File: src/shared/pew_consts.vh
/*
  constants for the parallel eeprom host controller: pin widths,
  page geometry and timing counts at a 50 MHz clock.
  assumes inclusion by bare name from the design file.
*/
`ifndef PEW_CONSTS_VH
`define PEW_CONSTS_VH

`define PEW_CLK_MHZ 50
`define PEW_ADDR_W 13
`define PEW_DATA_W 8
`define PEW_PAGE_LSB 6
`define PEW_PAGE_BYTES 64
// strobe widths and gaps in ns, then cycles (least time, rounded up)
`define PEW_STROBE_NS 100
`define PEW_STROBE_CYC ((`PEW_STROBE_NS * `PEW_CLK_MHZ + 999) / 1000)
`define PEW_READ_NS 200
`define PEW_READ_CYC ((`PEW_READ_NS * `PEW_CLK_MHZ + 999) / 1000)
// byte-load window in us, spacing kept well inside it (longest, round down)
`define PEW_LOAD_WIN_US 100
`define PEW_LOAD_WIN_CYC (`PEW_LOAD_WIN_US * `PEW_CLK_MHZ)
// wait beyond the window so the device surely closes the page
`define PEW_CLOSE_CYC (`PEW_LOAD_WIN_CYC + `PEW_LOAD_WIN_CYC / 4)
// programming time in us; the timeout parameter defaults to four times it
`define PEW_PROG_US 5000
`define PEW_PROG_CYC (`PEW_PROG_US * `PEW_CLK_MHZ)
`define PEW_TMO_CYC (`PEW_PROG_CYC * 4)

`endif

File: src/hdl/pew_host.v
/*
  host-side controller driving a byte-wide eeprom through its pins:
  reads, byte or page writes, then end-of-write detection by polling.
  assumes a device on the pins with open-drain free three-state data
  lines; the testbench resolves data_lines from the enable.
*/
`timescale 1ns/1ps
`default_nettype none
`include "pew_consts.vh"

// How it works
// select held low during every access, high while idle for standby
// thirteen-bit word address drives one byte location per access
// read opens with select and output enable low, closes raising both
// host releases data lines whenever it reads; device floats otherwise
// write asserts select and write enable low with output enable high
// address set up before the later falling strobe edge
// data held stable through the earlier rising strobe edge
// after loading, host waits for self-timed programming to finish
// page holds one to sixty-four bytes before programming starts
// further bytes use the same strobe protocol as the first
// page bits six to twelve forced equal to first byte's page
// each further write-enable fall issued well within the load window
// after the last byte host idles past the window to close the page
// host keeps loading as long as bytes arrive, up to sixty-four per page
// polling read of last byte shows inverted bit seven while busy
// done when bit seven of last byte matches written value
// host repeatedly reads last written address to test bit seven
// protected illegal write gives no polling; timeout flags it
// toggle mode compares bit six of successive reads
// toggle stops between reads means programming done
// protection unlock sequence is the user's writes, not issued here
// write-enable low pulses far exceed twenty nanoseconds
// no new write issued until programming is seen complete
// programming timeout is a parameter, default from typical time
module pew_host #(
  parameter LOAD_GAP_CYC = `PEW_LOAD_WIN_CYC / 2,
  parameter CLOSE_CYC = `PEW_CLOSE_CYC,
  parameter TMO_CYC = `PEW_TMO_CYC
) (
  input wire clk,
  input wire nrst,
  input wire cmd_valid,
  input wire cmd_write,
  input wire cmd_last,
  input wire cmd_toggle_poll,
  input wire [`PEW_ADDR_W-1:0] cmd_addr,
  input wire [`PEW_DATA_W-1:0] cmd_data,
  output reg cmd_ready_r,
  output reg rd_valid_r,
  output reg [`PEW_DATA_W-1:0] rd_data_r,
  output reg busy_r,
  output reg done_r,
  output reg timeout_r,
  output reg [`PEW_ADDR_W-1:0] word_address_r,
  output reg select_n_r,
  output reg out_en_n_r,
  output reg wr_en_n_r,
  input wire [`PEW_DATA_W-1:0] data_lines_in,
  output reg [`PEW_DATA_W-1:0] data_lines_out_r,
  output reg data_lines_oe_r
);

  //--------------------------------------------------------------
  // states and counters
  //--------------------------------------------------------------
  localparam [2:0] ST_IDLE = 3'd0;
  localparam [2:0] ST_WSET = 3'd1;
  localparam [2:0] ST_WLOW = 3'd2;
  localparam [2:0] ST_WHOLD = 3'd3;
  localparam [2:0] ST_LOAD = 3'd4;
  localparam [2:0] ST_RLOW = 3'd5;
  localparam [2:0] ST_RGAP = 3'd6;
  localparam [2:0] ST_POLL = 3'd7;
  localparam [31:0] STROBE_C = `PEW_STROBE_CYC;
  localparam [31:0] READ_C = `PEW_READ_CYC;

  reg [2:0] state_r;
  reg [31:0] cnt_r;
  reg [31:0] prog_r;
  reg [6:0] page_cnt_r;
  reg [`PEW_ADDR_W-`PEW_PAGE_LSB-1:0] page_r;
  reg [`PEW_ADDR_W-1:0] last_addr_r;
  reg [`PEW_DATA_W-1:0] last_data_r;
  reg [`PEW_DATA_W-1:0] prev_rd_r;
  reg have_prev_r;
  reg polling_r;
  reg toggle_r;
  reg last_byte_r;
  reg [`PEW_DATA_W-1:0] din_s1_r;
  reg [`PEW_DATA_W-1:0] din_s2_r;

  //--------------------------------------------------------------
  // data line input synchroniser
  //--------------------------------------------------------------
  always @(posedge clk) begin
    if (!nrst) begin
      din_s1_r <= 8'h00;
      din_s2_r <= 8'h00;
    end else begin
      din_s1_r <= data_lines_in;
      din_s2_r <= din_s1_r;
    end
  end

  //--------------------------------------------------------------
  // main sequencer
  //--------------------------------------------------------------
  always @(posedge clk) begin
    if (!nrst) begin
      state_r <= ST_IDLE;
      cnt_r <= 32'h0;
      prog_r <= 32'h0;
      page_cnt_r <= 7'h00;
      page_r <= 7'h00;
      last_addr_r <= 13'h0000;
      last_data_r <= 8'h00;
      prev_rd_r <= 8'h00;
      have_prev_r <= 1'b0;
      polling_r <= 1'b0;
      toggle_r <= 1'b0;
      last_byte_r <= 1'b0;
      cmd_ready_r <= 1'b0;
      rd_valid_r <= 1'b0;
      rd_data_r <= 8'h00;
      busy_r <= 1'b0;
      done_r <= 1'b0;
      timeout_r <= 1'b0;
      word_address_r <= 13'h0000;
      select_n_r <= 1'b1;
      out_en_n_r <= 1'b1;
      wr_en_n_r <= 1'b1;
      data_lines_out_r <= 8'h00;
      data_lines_oe_r <= 1'b0;
    end else begin
      rd_valid_r <= 1'b0;
      done_r <= 1'b0;
      cnt_r <= cnt_r + 32'h1;
      if (busy_r) begin
        prog_r <= prog_r + 32'h1;
      end
      case (state_r)
        ST_IDLE: begin
          select_n_r <= 1'b1;
          cmd_ready_r <= !busy_r;
          if (cmd_valid && cmd_ready_r) begin
            cmd_ready_r <= 1'b0;
            cnt_r <= 32'h0;
            word_address_r <= cmd_addr;
            if (cmd_write) begin
              page_r <= cmd_addr[`PEW_ADDR_W-1:`PEW_PAGE_LSB];
              page_cnt_r <= 7'h01;
              last_byte_r <= cmd_last;
              last_addr_r <= cmd_addr;
              last_data_r <= cmd_data;
              toggle_r <= cmd_toggle_poll;
              data_lines_out_r <= cmd_data;
              data_lines_oe_r <= 1'b1;
              out_en_n_r <= 1'b1;
              state_r <= ST_WSET;
            end else begin
              polling_r <= 1'b0;
              state_r <= ST_RGAP;
            end
          end
        end
        ST_WSET: begin
          // address and data settle before strobes fall
          select_n_r <= 1'b0;
          if (cnt_r >= STROBE_C) begin
            wr_en_n_r <= 1'b0;
            cnt_r <= 32'h0;
            state_r <= ST_WLOW;
          end
        end
        ST_WLOW: begin
          if (cnt_r >= STROBE_C) begin
            wr_en_n_r <= 1'b1;
            cnt_r <= 32'h0;
            state_r <= ST_WHOLD;
          end
        end
        ST_WHOLD: begin
          if (cnt_r >= STROBE_C) begin
            select_n_r <= 1'b1;
            data_lines_oe_r <= 1'b0;
            cnt_r <= 32'h0;
            if (last_byte_r || page_cnt_r == 7'd`PEW_PAGE_BYTES) begin
              state_r <= ST_LOAD;
            end else begin
              cmd_ready_r <= 1'b1;
              state_r <= ST_LOAD;
            end
          end
        end
        ST_LOAD: begin
          if (cmd_ready_r && cmd_valid && cmd_write) begin

            cmd_ready_r <= 1'b0;
            cnt_r <= 32'h0;
            word_address_r <= {page_r,
              cmd_addr[`PEW_PAGE_LSB-1:0]};
            last_addr_r <= {page_r, cmd_addr[`PEW_PAGE_LSB-1:0]};
            last_data_r <= cmd_data;
            last_byte_r <= cmd_last;
            page_cnt_r <= page_cnt_r + 7'h01;
            data_lines_out_r <= cmd_data;
            data_lines_oe_r <= 1'b1;
            state_r <= ST_WSET;
          end else if (cmd_ready_r && cnt_r >= LOAD_GAP_CYC) begin
            cmd_ready_r <= 1'b0;
          end else if (!cmd_ready_r && cnt_r >= CLOSE_CYC) begin
            busy_r <= 1'b1;
            prog_r <= 32'h0;
            polling_r <= 1'b1;
            have_prev_r <= 1'b0;
            timeout_r <= 1'b0;
            word_address_r <= last_addr_r;
            cnt_r <= 32'h0;
            state_r <= ST_RGAP;
          end
        end
        ST_RGAP: begin
          select_n_r <= 1'b1;
          out_en_n_r <= 1'b1;
          if (cnt_r >= STROBE_C) begin
            select_n_r <= 1'b0;
            out_en_n_r <= 1'b0;
            data_lines_oe_r <= 1'b0;
            cnt_r <= 32'h0;
            state_r <= ST_RLOW;
          end
        end
        ST_RLOW: begin
          if (cnt_r >= READ_C) begin
            select_n_r <= 1'b1;
            out_en_n_r <= 1'b1;
            prev_rd_r <= din_s2_r;
            cnt_r <= 32'h0;
            state_r <= polling_r ? ST_POLL : ST_IDLE;
            if (!polling_r) begin
              rd_data_r <= din_s2_r;
              rd_valid_r <= 1'b1;
            end
          end
        end
        ST_POLL: begin
          have_prev_r <= 1'b1;
          if (toggle_r ? (have_prev_r && prev_rd_r[6] ==
              rd_data_r[6]) :
              (prev_rd_r[7] == last_data_r[7])) begin
            busy_r <= 1'b0;
            done_r <= 1'b1;
            polling_r <= 1'b0;
            state_r <= ST_IDLE;
          end else if (prog_r >= TMO_CYC) begin
            busy_r <= 1'b0;
            timeout_r <= 1'b1;
            polling_r <= 1'b0;
            state_r <= ST_IDLE;
          end else begin
            state_r <= ST_RGAP;
          end
          rd_data_r <= prev_rd_r;
        end
        default: begin
          state_r <= ST_IDLE;
        end
      endcase
    end
  end

endmodule
`default_nettype wire

File: config.mk
export PLATFORM = sky130hd
export DESIGN_NAME = pew_host
export DESIGN_NICKNAME = d
export VERILOG_FILES = /design/src/hdl/pew_host.v
export VERILOG_INCLUDE_DIRS = /design/src /design/src/shared
export SDC_FILE = /design/constraint.sdc
export NUM_CORES = 1
export LEC_CHECK = 0
export BUFFER_PORTS_ARGS = -buffer_cell sky130_fd_sc_hd__buf_2
export CORE_MARGIN = 3
export CORE_UTILIZATION = 45
export DETAILED_ROUTE_END_ITERATION = 10
export SYNTH_ARGS = -nofsm -noshare
export SYNTH_HDL_FRONTEND = slang
export SYNTH_SLANG_ARGS = --single-unit
File: constraint.sdc
create_clock -name clk -period 2.79 [get_ports clk]
set_clock_uncertainty 0.15 [all_clocks]
set_input_delay 0.1395 -clock clk [delete_from_list [all_inputs] [get_ports clk]]
set_output_delay 0.1395 -clock clk [all_outputs]
set_load 0.01 [all_outputs]
==> run metrics <==
routed vias/inst=around 5.4; layout cells sized above 1=15.3%; Slew Viols, Final=0; row cnt=45; first-pass GRT wire length=28.4 mm; Critical Path Max Stage Delay=500 ps; crit path capture type=flop; Switch Pwr=2.01 mW; final instance area=around 0.0086 mm^2; Die Ht=132 um; cells on worst reg2reg path=9; final net count=972; WP data arrival=roughly 2700 ps; setup ws final=264 ps; Remaining Overflow, GRT=0; Placement Cell Area=0.00773 mm^2; chip width=132 um; Die ar.=0.0174 mm^2; port bufs=72; initial antenna violation count=0; async set-reset flop share out of synthesis=0%; Power Internal=between 4 and 5 mW; Routed Antenna Nets=0; CP Max Fanout=32; Sequential Power Share=between 40 and 50%; Inserted Clock Buffers=17; status=completed; Detailed Routing Iterations Pass 1=5; WL final=roughly 17 mm; cell taking the most area after synthesis=dfxtp_1; critical path depth=9; Initial Utilization=46.5%; count leader, synth=dfxtp_1; Synth area leaders=dfxtp_1 (45%), nor2_1 (6.5%), nand2_1 (5.4%), xor2_1 (4.8%), xnor2_1 (3.6%); maximum VDD drop=0.532 mV; post-DP HPWL=11.4 mm; CP startpoint kind=flop; Post-synth EDFFs=0; via count=about 6.2k; class of the worst hold path=primary input to flop; Post-Syn Instances=approximately 840; share of the synthesized area in the top cell type=45.0%; total global-route track usage=19.5%; # setup viols final=0; post-CTS resize count=0; Distinct cells, synth=68; # IOs=73; clock sinks=160; Hold Path Stages=3; crit path kind=flop to flop; cell family with most CP delay=compound AO/OA/AOI/OAI gates; CTS tree=yes; Power per Cell Area=728 mW/mm^2; deepest clock path buffer count=2; max_cap viols=0; final period utilization=90.5%; final hold vios=0; Routed WL per cell=roughly 15 um; Reg clk slew, reported paths=70 ps; WHS=41.2 ps; final total power=6.28 mW; Clock Latency Late Sink=430 ps; Area Growth Syn to Fin=21.2%; Main synth FF type=dfxtp_1; slowest CP cell=a211oi_1; antenna diode count=0; setup TNS=0 ps; H-tree levels=4; syn nets=879; initial drt markers=301; Sw Share=a little under a third; highest clock rate=roughly 0.40 GHz; Placed Cells incl. Taps=1091; DRC viols=0; core area=roughly 0.015 mm^2; dpl ws=a little over 300 ps; Finished Layout Cells=1154; Avg Cell Area, Syn=8.51 um^2; post-layout util=56.3%; largest net degree at the start of global routing=between 50 and 60; Yosys warning count=0; worst path bufs/invs=2; fin crit period=2530 ps; sequential element share of the synthesized area=45.0%; Leak Pwr=3.37 nW; Synth Cell Area=0.00712 mm^2; routability cong.=0.851; Least-Margin Pin Slew=approximately 800 ps; Commonest cells post-synth=dfxtp_1 (160), nor2_1 (124), nand2_1 (102); Root Driver=clkbuf_16; power share of the clock group=37.0%; CP Data Required Time=3000 ps; RSZ-0062 raised after global routing=false; Rel. slew slack=47.2%; CP Cell Sequence=inv_1 > ha_1 > nand2b_1 > a211oi_1 > a221o_1 > a21o_1 > o31ai_4 > buf_4 > nor2_1; vias in the first global route=6032; synthesized flop and latch total=160; part of the power in combinational logic=21.6%
kinds of logic (layout without fill, tap and decap cells):
family / Yosys count / in the layout / share of synthesized area (%)
mux: 26 / 26 / 3.67
compound gates: 139 / 139 / 12.7
buf+inv: 67 / 173 / 4.04
xor+xnor: 68 / 68 / 8.36
fa+ha+maj: 7 / 7 / 1.23
simple gates: 370 / 370 / 25.0
flops: 160 / 160 / 45.0
worst reg2reg max path: stages (launching register included):
cell and delay, ps:
dfxtp_1 430, inv_1 90, ha_1 180, nand2b_1 160
a211oi_1 500, a221o_1 250, a21o_1 190, o31ai_4 80
buf_4 260, nor2_1 160
state kept, by name, indices dropped and copies added (netlist names), 3 cells and up:
name            count
prev_rd_r           8
page_r              7
page_cnt_r          7
din_s2_r            8
last_addr_r        13
word_address_r     13
cnt_r              32
last_data_r         8
state_r             3
din_s1_r            8
rd_data_r           8
prog_r             32
worst paths after layout:
kind | endpoint | start | slack (ps)
worst max-delay path | cnt_r[10] | cnt_r[1] | 260
worst min-delay path | state_r[2] | cmd_write | 40
worst max register to register | cnt_r[10] | cnt_r[1] | 260
worst min register to register | din_s2_r[5] | din_s1_r[5] | 280
power by group through the flow:
stage               clock, mW  combinational (mW)  sequential [mW]
detailed placement          0                1.32             2.64
finish                   2.32                1.36             2.60
floorplan                   0               0.965             2.58
global route             2.48                1.50             2.62
global placement            0                1.30             2.64
CTS                      2.39                1.36             2.59
cell usage in the layout, fill, tap and decap left out, drive strengths merged, types with 2 or more instances in the layout:
cell type,synthesis,layout
xor2,39,39
o211ai,2,2
or3,2,2
clkbuf,29,19
nor3,17,17
a21boi,2,2
buf,21,93
clkinv,0,3
o21ai,40,40
o41ai,3,3
mux2i,25,25
and3,24,24
nor2,126,126
and2,16,16
a211oi,6,6
ha,7,7
o22ai,3,3
or4,2,2
dfxtp,160,160
a311o,3,3
nand2b,2,2
a21oi,41,41
and4,6,6
nor2b,2,2
inv,17,26
dlygate4sd3,0,31
xnor2,29,29
a311oi,8,8
o21a,4,4
nand2,102,102
o31a,7,7
nand3,34,34
nor4,12,12
o31ai,10,10
nand4,19,19
metal layers:
metal | up-vias | global-route usage (%) | part of all wire (%) | wire [um]
li1 | 3071 | - | - | -
met1 | 2963 | 24.0 | 46 | 7660
met4 | 0 | 8.34 | 1.8 | 301
met5 | - | 0 | 0 | 0
met3 | 29 | 5.27 | 4.7 | 785
met2 | 142 | 32.2 | 48 | 8020
layout make-up:
class	count	area, um^2
fillers	1400	6690
clock inverters	13	140
well taps	211	264
flip-flops and latches	160	3200
inverters	17	63.8
clock buffers	19	453
repair buffers	124	853
multi-input cells	610	3650
what timing repair did:
item | CTS | global route
endpoints found under the hold margin | 49 | 0
setup buffers | 0 | 0
hold buffers | 31 | 0
(Power assumes the default switching activity.)
